[config.mk]
export PLATFORM = sky130hd
export DESIGN_NAME = sfecp_host
export DESIGN_NICKNAME = d
export VERILOG_FILES = /design/src/core/sfecp_pkg.sv /design/src/core/sfecp_tick_if.sv /design/src/core/sfecp_tick_gen.sv /design/src/core/sfecp_host.sv
export SDC_FILE = /design/constraint.sdc
export NUM_CORES = 1
export LEC_CHECK = 0
export BUFFER_PORTS_ARGS = -buffer_cell sky130_fd_sc_hd__buf_2
export CORE_ASPECT_RATIO = 0.7
export CORE_UTILIZATION = 40
export DETAILED_ROUTE_END_ITERATION = 7
export SLEW_MARGIN = 40
export SYNTH_ARGS = -nofsm -noshare
export SYNTH_HDL_FRONTEND = slang
export SYNTH_HIERARCHICAL = 1
export SYNTH_SLANG_ARGS = --single-unit
[constraint.sdc]
create_clock -name clk_sys -period 3.15 [get_ports clk_sys]
set_input_delay 0.945 -clock clk_sys [delete_from_list [all_inputs] [get_ports clk_sys]]
set_output_delay 0.945 -clock clk_sys [all_outputs]
set_load 0.03 [all_outputs]
[src/core/sfecp_pkg.sv]
// package: constants for the serial flash erase/config programming controller
package sfecp_pkg;
    // ****************************************
    // software-facing register map (word index)
    // ****************************************
    localparam int         ADDR_W          = 4;
    localparam logic [3:0] REG_CTRL        = 4'h0;
    localparam logic [3:0] REG_INSTR       = 4'h1;
    localparam logic [3:0] REG_STATUS      = 4'h2;
    localparam logic [3:0] REG_RDATA       = 4'h3;
    localparam logic [3:0] REG_DIV         = 4'h4;
    localparam int         CTRL_START_BIT  = 0;
    localparam int         CTRL_KIND_BIT   = 1;
    localparam int         STAT_BUSY_BIT   = 0;
    localparam int         STAT_DONE_BIT   = 1;
    localparam int         STAT_GOCLR_BIT  = 2;
    localparam logic [7:0] DIV_RESET       = 8'h04;
    localparam logic [7:0] DIV_MIN         = 8'h04;
    // ****************************************
    // serial transfer shape
    // ****************************************
    localparam int         CMD_BITS        = 4;
    localparam int         INSTR_BITS      = 24;
    localparam int         IDLE_CLOCKS     = 8;
    localparam int         READ_BITS       = 16;
    localparam logic [3:0] EXECUTE_INSTRUCTION_COMMAND = 4'h0;
    localparam logic [3:0] SHIFT_OUT_COMMAND           = 4'h1;
    // ****************************************
    // device map, used by software sequences
    // ****************************************
    localparam int          MEMCTL_GO_BIT       = 15;
    localparam logic [15:0] MEMCTL_CHIP_ERASE   = 16'h404f;
    localparam logic [15:0] MEMCTL_PAGE_ERASE   = 16'h4042;
    localparam logic [15:0] MEMCTL_CFG_WRITE    = 16'h4003;
    localparam logic [15:0] MEMCTL_ROW_WRITE    = 16'h4001;
    localparam logic [7:0]  PAGE_CFG_SPACE      = 8'h80;
    localparam logic [7:0]  PAGE_CFG_SMALL      = 8'h00;
    localparam logic [7:0]  PAGE_CFG_LARGE      = 8'h01;
    localparam logic [23:0] OSC_CAL_WORD_ADDR   = 24'h0807fe;
    localparam logic [15:0] SHIFT_OUT_HOLDING   = 16'h0784;
    localparam logic [15:0] CONFIG_FIRST_RESET  = 16'h7fff;
    localparam logic [15:0] CONFIG_SECOND_RESET = 16'hffff;
    localparam logic [23:0] INSTR_JUMP_RESET    = 24'h040200;
    localparam logic [23:0] INSTR_NOP           = 24'h000000;
    // ****************************************
    // controller states
    // ****************************************
    typedef enum logic [4:0] {
        ST_IDLE  = 5'b00001,
        ST_CMD   = 5'b00010,
        ST_INSTR = 5'b00100,
        ST_WAIT  = 5'b01000,
        ST_READ  = 5'b10000
    } sfecp_state_type;
endpackage

[src/core/sfecp_tick_if.sv]
// interface: half-period tick between controller and clock divider
`timescale 1ns/100ps
interface sfecp_tick_if #(parameter int DIV_W = 8);
    logic             run;
    logic [DIV_W-1:0] half_period;
    logic             tick;
    modport gen (input run, input half_period, output tick);
    modport use_tick (output run, output half_period, input tick);
endinterface

[src/core/sfecp_tick_gen.sv]
// module: divider making one-cycle half-period ticks for the programming clock
`timescale 1ns/100ps
module sfecp_tick_gen #(
    parameter int DIV_W = 8
) (
    input  wire logic   clk_sys,
    input  wire logic   srst,
    sfecp_tick_if.gen   tk
);
    logic [DIV_W-1:0] cnt_r;
    logic [DIV_W-1:0] cnt_nxt;
    logic             tick_nxt;
    logic             tick_r;

    if (DIV_W < 3) begin : g_div_w_bad
        $error("sfecp_tick_gen: DIV_W must be at least 3");
    end

    always_comb begin
        cnt_nxt  = cnt_r + 1'b1;
        tick_nxt = 1'b0;
        if (!tk.run) begin
            cnt_nxt = '0;
        end else if (cnt_r >= tk.half_period - 1'b1) begin
            cnt_nxt  = '0;
            tick_nxt = 1'b1;
        end
    end

    always_ff @(posedge clk_sys) begin
        if (srst) begin
            cnt_r  <= '0;
            tick_r <= 1'b0;
        end else begin
            cnt_r  <= cnt_nxt;
            tick_r <= tick_nxt;
        end
    end

    assign tk.tick = tick_r;
endmodule

[src/core/sfecp_host.sv]
// module: host-side serial programming port controller
//
// Design decision made here: strobed register access.
`timescale 1ns/100ps
module sfecp_host #(
    parameter int DIV_W = 8
) (
    clk_sys,
    srst,
    reg_addr,
    reg_wdata,
    reg_wr,
    reg_rd,
    reg_rdata,
    prog_clk_o,
    prog_data_i,
    prog_data_o,
    prog_data_oe
);
    import sfecp_pkg::*;
    input  wire logic                         clk_sys;
    input  wire logic                         srst;
    input  wire logic [sfecp_pkg::ADDR_W-1:0] reg_addr;
    input  wire logic [31:0]                  reg_wdata;
    input  wire logic                         reg_wr;
    input  wire logic                         reg_rd;
    output logic      [31:0]                  reg_rdata;
    output logic                              prog_clk_o;
    input  wire logic                         prog_data_i;
    output logic                              prog_data_o;
    output logic                              prog_data_oe;

    // ****************************************
    // state
    // ****************************************
    sfecp_state_type  state_r, state_nxt;
    logic [27:0]      shift_r, shift_nxt;
    logic [4:0]       cnt_r, cnt_nxt;
    logic             phase_r, phase_nxt;
    logic [15:0]      rxd_r, rxd_nxt;
    logic [15:0]      rdata_r, rdata_nxt;
    logic [23:0]      instr_r, instr_nxt;
    logic [DIV_W-1:0] div_r, div_nxt;
    logic             done_r, done_nxt;
    logic             oe_r, oe_nxt;
    logic [31:0]      rd_r, rd_nxt;
    logic             din_meta_r, din_sync_r;
    logic             start;
    logic             kind;

    sfecp_tick_if #(.DIV_W(DIV_W)) tk ();

    sfecp_tick_gen #(.DIV_W(DIV_W)) u_tick (
        .clk_sys (clk_sys),
        .srst    (srst),
        .tk      (tk)
    );

    // the divider read-back pads into a 32-bit word
    if (DIV_W < 3 || DIV_W > 32) begin : g_div_w_bad
        $error("sfecp_host: DIV_W must be between 3 and 32");
    end

    assign tk.run         = (state_r != ST_IDLE);
    assign tk.half_period = div_r;
    assign start = reg_wr && (reg_addr == REG_CTRL) && reg_wdata[CTRL_START_BIT];
    assign kind  = reg_wdata[CTRL_KIND_BIT];

    // ****************************************
    // pin input synchroniser
    // ****************************************
    always_ff @(posedge clk_sys) begin
        if (srst) begin
            din_meta_r <= 1'b0;
            din_sync_r <= 1'b0;
        end else begin
            din_meta_r <= prog_data_i;
            din_sync_r <= din_meta_r;
        end
    end

    // ****************************************
    // registers and serial engine
    // ****************************************
    always_comb begin
        state_nxt = state_r;
        shift_nxt = shift_r;
        cnt_nxt   = cnt_r;
        phase_nxt = phase_r;
        rxd_nxt   = rxd_r;
        rdata_nxt = rdata_r;
        instr_nxt = instr_r;
        div_nxt   = div_r;
        done_nxt  = done_r;
        oe_nxt    = oe_r;
        rd_nxt    = 32'h0000_0000;
        if (reg_wr && reg_addr == REG_INSTR) begin
            instr_nxt = reg_wdata[23:0];
        end
        if (reg_wr && reg_addr == REG_DIV) begin
            // too short a half period would outrun the input synchroniser
            div_nxt = (reg_wdata[DIV_W-1:0] < DIV_W'(DIV_MIN)) ?
                      DIV_W'(DIV_MIN) : reg_wdata[DIV_W-1:0];
        end
        if (reg_wr && reg_addr == REG_STATUS && reg_wdata[STAT_DONE_BIT]) begin
            done_nxt = 1'b0;
        end
        case (state_r)
            ST_IDLE: begin
                phase_nxt = 1'b0;
                cnt_nxt   = 5'h00;
                // starts while busy are dropped: engine only listens here
                if (start) begin
                    oe_nxt = 1'b1;
                    if (kind) begin
                        shift_nxt = {24'h000000, SHIFT_OUT_COMMAND};
                    end else begin
                        shift_nxt = {instr_r, EXECUTE_INSTRUCTION_COMMAND};
                    end
                    rxd_nxt   = 16'h0000;
                    state_nxt = kind ? ST_CMD : ST_INSTR;
                    // execute transfers count all 28 bits in one state
                    cnt_nxt   = kind ? 5'h00 : 5'h00;
                end
            end
            ST_CMD, ST_INSTR, ST_WAIT, ST_READ: begin
                if (tk.tick) begin
                    if (!phase_r) begin
                        phase_nxt = 1'b1;
                        if (state_r == ST_READ) begin
                            rxd_nxt = {din_sync_r, rxd_r[15:1]};
                        end
                    end else begin
                        phase_nxt = 1'b0;
                        cnt_nxt   = cnt_r + 5'h01;
                        shift_nxt = {1'b0, shift_r[27:1]};
                        case (state_r)
                            ST_CMD: begin
                                if (cnt_r == 5'(CMD_BITS - 1)) begin
                                    // release the pin before the device turns it round
                                    oe_nxt    = 1'b0;
                                    cnt_nxt   = 5'h00;
                                    state_nxt = ST_WAIT;
                                end
                            end
                            ST_INSTR: begin
                                if (cnt_r == 5'(CMD_BITS + INSTR_BITS - 1)) begin
                                    oe_nxt    = 1'b0;
                                    done_nxt  = 1'b1;
                                    state_nxt = ST_IDLE;
                                end
                            end
                            ST_WAIT: begin
                                if (cnt_r == 5'(IDLE_CLOCKS - 1)) begin
                                    cnt_nxt   = 5'h00;
                                    state_nxt = ST_READ;
                                end
                            end
                            ST_READ: begin
                                if (cnt_r == 5'(READ_BITS - 1)) begin
                                    rdata_nxt = rxd_r;
                                    done_nxt  = 1'b1;
                                    state_nxt = ST_IDLE;
                                end
                            end
                            default: begin
                                state_nxt = ST_IDLE;
                            end
                        endcase
                    end
                end
            end
            default: begin
                state_nxt = ST_IDLE;
                oe_nxt    = 1'b0;
            end
        endcase
        if (reg_rd) begin
            case (reg_addr)
                REG_INSTR:  rd_nxt = {8'h00, instr_r};
                REG_STATUS: begin
                    rd_nxt[STAT_BUSY_BIT]  = (state_r != ST_IDLE);
                    rd_nxt[STAT_DONE_BIT]  = done_r;
                    rd_nxt[STAT_GOCLR_BIT] = ~rdata_r[MEMCTL_GO_BIT];
                end
                REG_RDATA:  rd_nxt = {16'h0000, rdata_r};
                REG_DIV:    rd_nxt = {{(32-DIV_W){1'b0}}, div_r};
                default:    rd_nxt = 32'h0000_0000;
            endcase
        end
    end

    always_ff @(posedge clk_sys) begin
        if (srst) begin
            state_r <= ST_IDLE;
            shift_r <= 28'h0000000;
            cnt_r   <= 5'h00;
            phase_r <= 1'b0;
            rxd_r   <= 16'h0000;
            rdata_r <= 16'h0000;
            instr_r <= 24'h000000;
            div_r   <= DIV_W'(DIV_RESET);
            done_r  <= 1'b0;
            oe_r    <= 1'b0;
            rd_r    <= 32'h0000_0000;
        end else begin
            state_r <= state_nxt;
            shift_r <= shift_nxt;
            cnt_r   <= cnt_nxt;
            phase_r <= phase_nxt;
            rxd_r   <= rxd_nxt;
            rdata_r <= rdata_nxt;
            instr_r <= instr_nxt;
            div_r   <= div_nxt;
            done_r  <= done_nxt;
            oe_r    <= oe_nxt;
            rd_r    <= rd_nxt;
        end
    end

    assign reg_rdata    = rd_r;
    assign prog_clk_o   = phase_r;
    assign prog_data_o  = shift_r[0];
    assign prog_data_oe = oe_r;

    // ****************************************
    // checks
    // ****************************************
    chk_idle_quiet: assert property (@(posedge clk_sys) disable iff (srst)
        (state_r == ST_IDLE) |-> (!prog_clk_o && !prog_data_oe))
        else $error("pins not quiet while idle");

    chk_data_hold_high: assert property (@(posedge clk_sys) disable iff (srst)
        (prog_clk_o && $past(prog_clk_o)) |-> $stable(prog_data_o))
        else $error("data changed while programming clock high");

    chk_exec_lsb_first: assert property (@(posedge clk_sys) disable iff (srst)
        (state_r == ST_IDLE && start && !kind) |=>
        (prog_data_oe && prog_data_o == EXECUTE_INSTRUCTION_COMMAND[0]
         && state_r == ST_INSTR))
        else $error("execute transfer did not start with command lsb");

    chk_shiftout_code: assert property (@(posedge clk_sys) disable iff (srst)
        (state_r == ST_IDLE && start && kind) |=>
        (prog_data_oe && prog_data_o && state_r == ST_CMD))
        else $error("shift-out command lsb not driven");

    chk_read_released: assert property (@(posedge clk_sys) disable iff (srst)
        (state_r == ST_WAIT || state_r == ST_READ) |-> !prog_data_oe)
        else $error("data pin driven during turnaround or read");

    chk_wait_count: assert property (@(posedge clk_sys) disable iff (srst)
        (state_r == ST_WAIT) |-> (cnt_r < 5'(IDLE_CLOCKS)))
        else $error("idle clock count overran");

    chk_read_done: assert property (@(posedge clk_sys) disable iff (srst)
        (state_r == ST_READ && tk.tick && phase_r && cnt_r == 5'(READ_BITS - 1)) |=>
        (done_r && rdata_r == $past(rxd_r) && state_r == ST_IDLE))
        else $error("read word not captured at end of sixteen clocks");

    chk_rdata_upper: assert property (@(posedge clk_sys) disable iff (srst)
        (reg_rd && reg_addr == REG_RDATA) |=>
        (reg_rdata[31:16] == 16'h0000 && reg_rdata[15:0] == $past(rdata_r)))
        else $error("read data upper half not zero");

    chk_goclr_flag: assert property (@(posedge clk_sys) disable iff (srst)
        (reg_rd && reg_addr == REG_STATUS) |=>
        (reg_rdata[STAT_GOCLR_BIT] == ~$past(rdata_r[MEMCTL_GO_BIT])))
        else $error("go-clear status wrong");
endmodule

==> results of run 1 <==
synth_stat cells (2+ instances only):
| master | n | area [um^2] |
|---|---|---|
| a211o_1 | 2 | 17.52 |
| a211oi_1 | 24 | 180.2 |
| a21oi_1 | 99 | 495.5 |
| a22o_1 | 18 | 157.7 |
| a22oi_1 | 20 | 150.1 |
| a32o_1 | 2 | 20.02 |
| and2_0 | 2 | 12.51 |
| and2_1 | 3 | 18.77 |
| and3_1 | 13 | 81.33 |
| buf_2 | 9 | 45.04 |
| buf_4 | 13 | 97.59 |
| clkbuf_1 | 37 | 138.9 |
| dfxtp_1 | 140 | 2803 |
| ha_1 | 12 | 150.1 |
| inv_1 | 9 | 33.78 |
| mux2i_1 | 17 | 170.2 |
| nand2_1 | 79 | 296.5 |
| nand3_1 | 10 | 50.05 |
| nand4_1 | 8 | 50.05 |
| nand4b_1 | 2 | 17.52 |
| nor2_1 | 41 | 153.9 |
| nor2b_1 | 12 | 75.07 |
| nor3_1 | 8 | 40.04 |
| nor3_2 | 7 | 70.07 |
| nor3b_1 | 3 | 22.52 |
| nor4_1 | 3 | 18.77 |
| nor4b_1 | 27 | 236.5 |
| nor4b_2 | 3 | 45.04 |
| o211a_1 | 3 | 30.03 |
| o21ai_0 | 8 | 40.04 |
| o311ai_0 | 2 | 17.52 |
| o31ai_1 | 4 | 30.03 |
| o41ai_1 | 2 | 17.52 |
| or3_1 | 2 | 12.51 |
| or4_1 | 2 | 15.01 |
| xnor2_1 | 7 | 61.31 |
| xor2_1 | 6 | 52.55 |
report_power, final:
part / leakage, nW / internal, W / switching (W)
Combinational: 1.35 / 0.000510 / 0.000875
Sequential: 1.13 / 0.00189 / 0.000108
Clock: 0.308 / 0.00134 / 0.000825
Total: 2.79 / 0.00374 / 0.00181
routing by layer:
layer | global-route usage (%) | vias up
met1 | 29.48 | 2598
met2 | 32.29 | 176
met5 | 0 | -
met4 | 6.506 | 0
li1 | - | 2608
met3 | 5.404 | 11
worst paths after layout:
check | from | to | cells past startpoint
hold reg to reg | din_sync_r | rxd_r[15] | 1
setup / recovery | state_r[0] | shift_r[14] | 6
setup reg to reg | state_r[0] | shift_r[14] | 6
hold / removal | din_sync_r | rxd_r[15] | 1
state kept, by name, indices dropped and copies added (netlist names):
name	count
div_r	8
reg_rdata	24
din_sync_r	1
din_meta_r	1
done_r	1
state_r	5
u_tick/cnt_r	8
cnt_r	5
shift_r	28
u_tick/tk.tick	1
instr_r	24
rxd_r	16
rdata_r	16
prog_clk_o	1
prog_data_oe	1
worst max-delay path, cell delays in order, from the launching register on:
cell and delay (ns):
dfxtp_1 0.69, inv_1 0.18, and2_1 0.40, o31ai_1 0.55, nor2_1 0.12, buf_4 0.25, a211oi_1 0.25
per-stage QoR:
stage / area, um^2 / power (W) / utilization [%] / cells
floorplan: 6286 / 0.003095 / - / 697
global placement: 6716 / 0.003347 / 44.78 / 913
detailed placement: 6716 / 0.003395 / 44.78 / 913
CTS: 7351 / 0.005562 / 49.01 / 945
global route: 7351 / 0.005811 / 49.01 / 945
finish: 7351 / 0.005551 / 49.01 / 945
cell families (layout without fill, tap and decap cells):
kind of cell | after synthesis | after routing
other | 1 | 8
muxes | 18 | 18
xor gates and xnor gates | 13 | 13
and+or+nand+nor | 235 | 235
adders and majority gates | 12 | 12
DFF | 140 | 140
buffers and inverters | 70 | 123
AOI/OAI and AO/OA | 201 | 201
layout by cell type (no fill, tap or decap), types with 6 or more instances in the layout:
cell type,Yosys,final
nand2_1,79,79
ha_1,12,12
xnor2_1,7,7
nor3_2,7,7
nor3_1,8,8
o21ai_0,8,8
a211oi_1,24,24
a22o_1,18,18
buf_4,13,23
nand4_1,8,8
mux2i_1,17,17
clkbuf_16,0,17
nand3_1,10,10
conb_1,1,8
a22oi_1,20,20
dfxtp_1,140,140
and3_1,13,13
inv_1,9,9
nor2_1,41,41
a21oi_1,99,99
nor4b_1,27,27
buf_2,9,59
xor2_1,6,6
nor2b_1,12,12
final cells by class:
type | count | area (um^2)
Inverter | 9 | 33.78
Sequential cell | 140 | 2803
Multi-Input combinational cell | 487 | 3168
Tap cell | 195 | 244.0
Timing Repair Buffer | 82 | 467.9
Fill cell | 1427 | 7649
Clock inverter | 14 | 205.2
Clock buffer | 18 | 429.2
==> flow_summary.yaml, run 1 <==
cells_and_area:
  diodes: 0
  post_route_cells_drive_above_1_share_pct: 18.53
  nNetsFinal: 790
  area_delta_synth_final_pct: 17.43
route:
  top_layer_used: "met4"
  drt_pass1_iterations: 5
  aggregate_routed_wire_length_um: 16260
  vias_per_cell: 5.707
  met1_length_um: 7936
  initialDrtViolationCount: 373
  vias: 5393
  detail_route.drc_violations: 0
  met3WireLength_um: 939
  wire_per_inst_um: 17.21
  ant_nets: 0
  wire_length_on_met2_um: 7265
die:
  die_width_um: 151.5
  initial_utilization_pct: 41.73
  die_area_um2: 16160
  die-height_um: 106.7
  placement_rows: 37
  core_area_um2: 15000
  design.portCount: 76
pwr:
  cell_pwr_density_nw_per_um2: 755.1
  p_leak_nw: 2.788
  peakVddDrop_mv: 0.3857
sta:
  slew_violations: 0
  fin_ws_ns: 0.6094
  fin_crit_ns: 2.541
  clock.fmax_mhz: 393.6
  slew-limit-headroom_pct: 54.03
  fin_setup_tns_ns: 0
  worst_slew_pin_slew_ns: 0.6895
  hold_violations: 0
  number_of_endpoints_failing_setup_at_the_final_stage: 0
  final.setup_skew_ns: 0.009125
  layout_worst_path_cycle_share_pct: 80.65
  rsz0062_at_grt: "no"
  whs_ns: 0.4398
logic_synthesis:
  synth_warnings: 6
  main_combinational_cell_family_by_area_after_synthesis: "compound AO/OA/AOI/OAI gates"
  postSynthAreaPerCell_um2: 9.072
  area_fraction_in_and_or_nand_and_nor_cells_after_synthesis_pct: 21.01
  yosys_most_used_dff: "dfxtp_1"
  post_synth_edffs: 0
  ys_types: 68
  yosys-mux-area-fraction_pct: 2.898
  mappedNetlistArea_um2: 6260
  synth_sequential_area_ratio_pct: 44.77
  post_synth_inst_count: 690
  synth-async-reset-ratio_pct: 0
  yosys.area_share.adder_pct: 2.399
  synth-compound-area-share_pct: 21.77
  xor_xnor_share_of_the_synthesized_area_pct: 1.819
  synth_seq_cells: 140
clocking:
  post_cts_buffers: 0
  tritoncts: "yes"
  tritoncts_num_sinks: 140
  root_buffer: "clkbuf_16"
  clock_buffers_created_by_tritoncts: 17
  postCtsHoldBufs: 0
  cts_resized: 0
  clock_tree.htree_level_count: 4
  worst_setup_hold_path_clk_slew_ns: 0.06
  later_pin_clock_latency_in_the_skew_report_ns: 0.43
  ctsLongestPathBuffers: 2
global_routing:
  wire_length_of_the_first_global_routing_pass_um: 26380
  grt_usage_pct: 21.27
  number_of_global_route_vias_before_repair: 5176
  grt_antenna_before_repair: 0
  grt.overflow.total: 0
  grt_start_max_net_pins: 47
critical_path:
  timing.setup.critical_path_class: "flip-flop to flip-flop"
  end_kind: "flip-flop"
  crit_path_start_kind: "flip-flop"
  cp_data_required_time_ns: 3.48
  worst-r2r-setup-slack_ns: 0.61
  critPathMaxFanout: 23
  worst-endpoint-arrival_ns: 2.87
placed_design:
  dp_hpwl_um: 10940
  io_buffer_count: 59
  post-place-ws_ns: 0.2370
  final_weighted_congestion_in_routability_driven_placement: 0.8779
status:
  outcome: "completed"
hold_path:
  hold_path.class: "flip-flop to flip-flop"
flow_run:
  cap_viol_max_count: 0
(Power assumes the default switching activity.)
==> run 2: changes to the inputs <==
ABC_AREA = 1   (was default)
clock period = 2.2 ns   (was 3.15 ns; I/O delays follow)
==> flow_summary.yaml, run 2 <==
status:
  outcome: "completed"
clocking:
  clock_buffers_created_by_tritoncts: 17
  tritoncts: "yes"
  worst_setup_hold_path_clk_slew_ns: 0.06
  clock_tree.htree_level_count: 4
  root_buffer: "clkbuf_16"
  later_pin_clock_latency_in_the_skew_report_ns: 0.42
  tritoncts_num_sinks: 140
  postCtsHoldBufs: 0
  ctsLongestPathBuffers: 2
global_routing:
  wire_length_of_the_first_global_routing_pass_um: 25480
  grt.overflow.total: 0
  grt_usage_pct: 19.70
  grt_antenna_before_repair: 0
  number_of_global_route_vias_before_repair: 4946
  grt_start_max_net_pins: 52
sta:
  rsz0062_at_grt: "no"
  worst_slew_pin_slew_ns: 0.5944
  fin_crit_ns: 1.991
  clock.fmax_mhz: 502.3
  number_of_endpoints_failing_setup_at_the_final_stage: 0
  hold_violations: 0
  whs_ns: 0.4016
  slew-limit-headroom_pct: 60.33
  layout_worst_path_cycle_share_pct: 90.49
  slew_violations: 0
  fin_setup_tns_ns: 0
  final.setup_skew_ns: 0.006935
logic_synthesis:
  yosys_most_used_dff: "dfxtp_1"
  synth.most_common_cell: "nor2_1"
  postSynthAreaPerCell_um2: 6.909
  mappedNetlistArea_um2: 6460
  ys_types: 40
  synth_sequential_area_ratio_pct: 43.39
  synth.largest_area_cell: "dfxtp_1"
  synth-async-reset-ratio_pct: 0
  synth.top_cell.area_share_pct: 43.39
  synth_warnings: 6
  post_synth_inst_count: 935
  synth_seq_cells: 140
  ys_top_cells_by_count: "186 x nor2_1, 172 x nand2_1, 140 x dfxtp_1"
  yosys-top-cells-area: "dfxtp_1 43%, nor2_1 11%, nand2_1 10%"
  post_synth_edffs: 0
die:
  placement_rows: 38
  die_width_um: 153.9
  initial_utilization_pct: 41.30
  die_area_um2: 16670
  die-height_um: 108.3
  core_area_um2: 15640
  design.portCount: 76
cells_and_area:
  post_route_cells_drive_above_1_share_pct: 14.41
  area_delta_synth_final_pct: 19.21
  diodes: 0
  area_of_the_multi_input_gates_um2: 2968
  sequential_cell_area_um2: 2803
  commonest_non_fill_non_tap_cell_in_the_layout: "nor2_1"
  layout.core_utilization_pct: 49.23
  nNetsFinal: 1047
  largest_reg_flops: 28
  nFillCells: 1611
  final_cell_count_no_fill: 1206
  largest_register: "shift_r"
  commonest_cells_after_routing_fill_and_taps_aside: "185 x nor2_1, 172 x nand2_1, 140 x dfxtp_1"
pwr:
  p_leak_nw: 3.282
  cell_pwr_density_nw_per_um2: 1213
  peakVddDrop_mv: 0.6065
  fin_total_pwr_w: 0.009342
hold_path:
  critical_hold_path_startpoint: "din_meta_r"
  hold_path.class: "flip-flop to flip-flop"
  timing.hold.worst_endpoint: "din_sync_r"
  whs_path_depth: 2
critical_path:
  reg2reg_capture_point: "u_tick/cnt_r[6]"
  critical_path.reg2reg.startpoint: "div_r[2]"
  worst_r2r_path_depth: 10
  cp_data_required_time_ns: 2.55
  critPathMaxFanout: 8
  worst-r2r-setup-slack_ns: 0.21
  timing.setup.critical_path_class: "flip-flop to flip-flop"
  worst-endpoint-arrival_ns: 2.35
  end_kind: "flip-flop"
  crit_path_start_kind: "flip-flop"
route:
  detail_route.drc_violations: 0
  ant_nets: 0
  aggregate_routed_wire_length_um: 15500
  vias: 5692
  drt_pass1_iterations: 8
  vias_per_cell: 4.720
  wire_per_inst_um: 12.86
  initialDrtViolationCount: 440
placed_design:
  placed_cells_incl_taps: 1175
  io_buffer_count: 59
  final_weighted_congestion_in_routability_driven_placement: 0.9260
  dp_hpwl_um: 10660
flow_run:
  cap_viol_max_count: 0
run 2: per-layer routing:
metal	share of wire, %	routed length (um)	up-vias	global-route usage [%]
met2	40	6228	113	27.50
met3	4.4	676	7	5.491
li1	-	-	3059	-
met4	0.71	110	0	4.571
met1	55	8488	2513	29.44
met5	0	0	-	0
run 2: cell families (layout without fill, tap and decap cells):
group                      count (synthesis)  count (layout)  synth area share [%]
other                                      1               8               0.05805
buffers and inverters                    178             242                 11.41
xor gates and xnor gates                  11              11                 1.491
AOI/OAI and AO/OA                        147             147                 12.61
DFF                                      140             140                 43.39
and+or+nand+nor                          446             446                 28.72
adders and majority gates                 12              12                 2.324
run 2: critical path: stages, from the launching register on:
cell and delay (ns):
dfxtp_1 0.37, nor2_1 0.14, nand3_1 0.18, nor3_1 0.17, nor2_1 0.05, nor2_1 0.10
ha_1 0.24, a21o_1 0.19, nor2_2 0.20, nand3_4 0.16, nor2_1 0.12
run 2: timing repair:
action / 4_1_cts / 5_1_grt
resized for setup: 0 / 4
setup buffers: 0 / 0
endpoints found under the setup margin: 0 / 8
run 2: power breakdown:
group	internal [W]	switching (W)	total (W)
clock	0.00214	0.00107	0.00322
sequential	0.00294	0.000232	0.00317
combinational	0.000983	0.00197	0.00296
total	0.00606	0.00328	0.00934
run 2: cell type report:
type	instances	area share (%)
multi-input cells	624	38.54
repair buffers	85	7.019
clock buffers	19	5.751
flip-flops and latches	140	36.39
inverters	126	6.206
clock inverters	12	2.843
well taps	200	3.249
run 2: worst max-delay path by stage:
stage                start              end  slack (ns)  cells past startpoint
2_1_floorplan  reg_addr[3]      instr_r[10]        0.32                      7
3_3_place_gp      div_r[0]  u_tick/cnt_r[7]        0.09                     12
3_5_place_dp      div_r[0]  u_tick/cnt_r[7]        0.07                     12
4_1_cts           div_r[1]  u_tick/cnt_r[7]        0.07                     12
5_1_grt           div_r[0]  u_tick/cnt_r[6]       0.008                     10
6_report          div_r[2]  u_tick/cnt_r[6]        0.21                     10
run 2: through the flow:
stage               setup WS [ns]  area, um^2
finish                     0.2093        7701
CTS                       0.07174        7680
global placement          0.08784        7018
detailed placement        0.07320        7018
floorplan                  0.3171        6486
global route             0.008468        7701
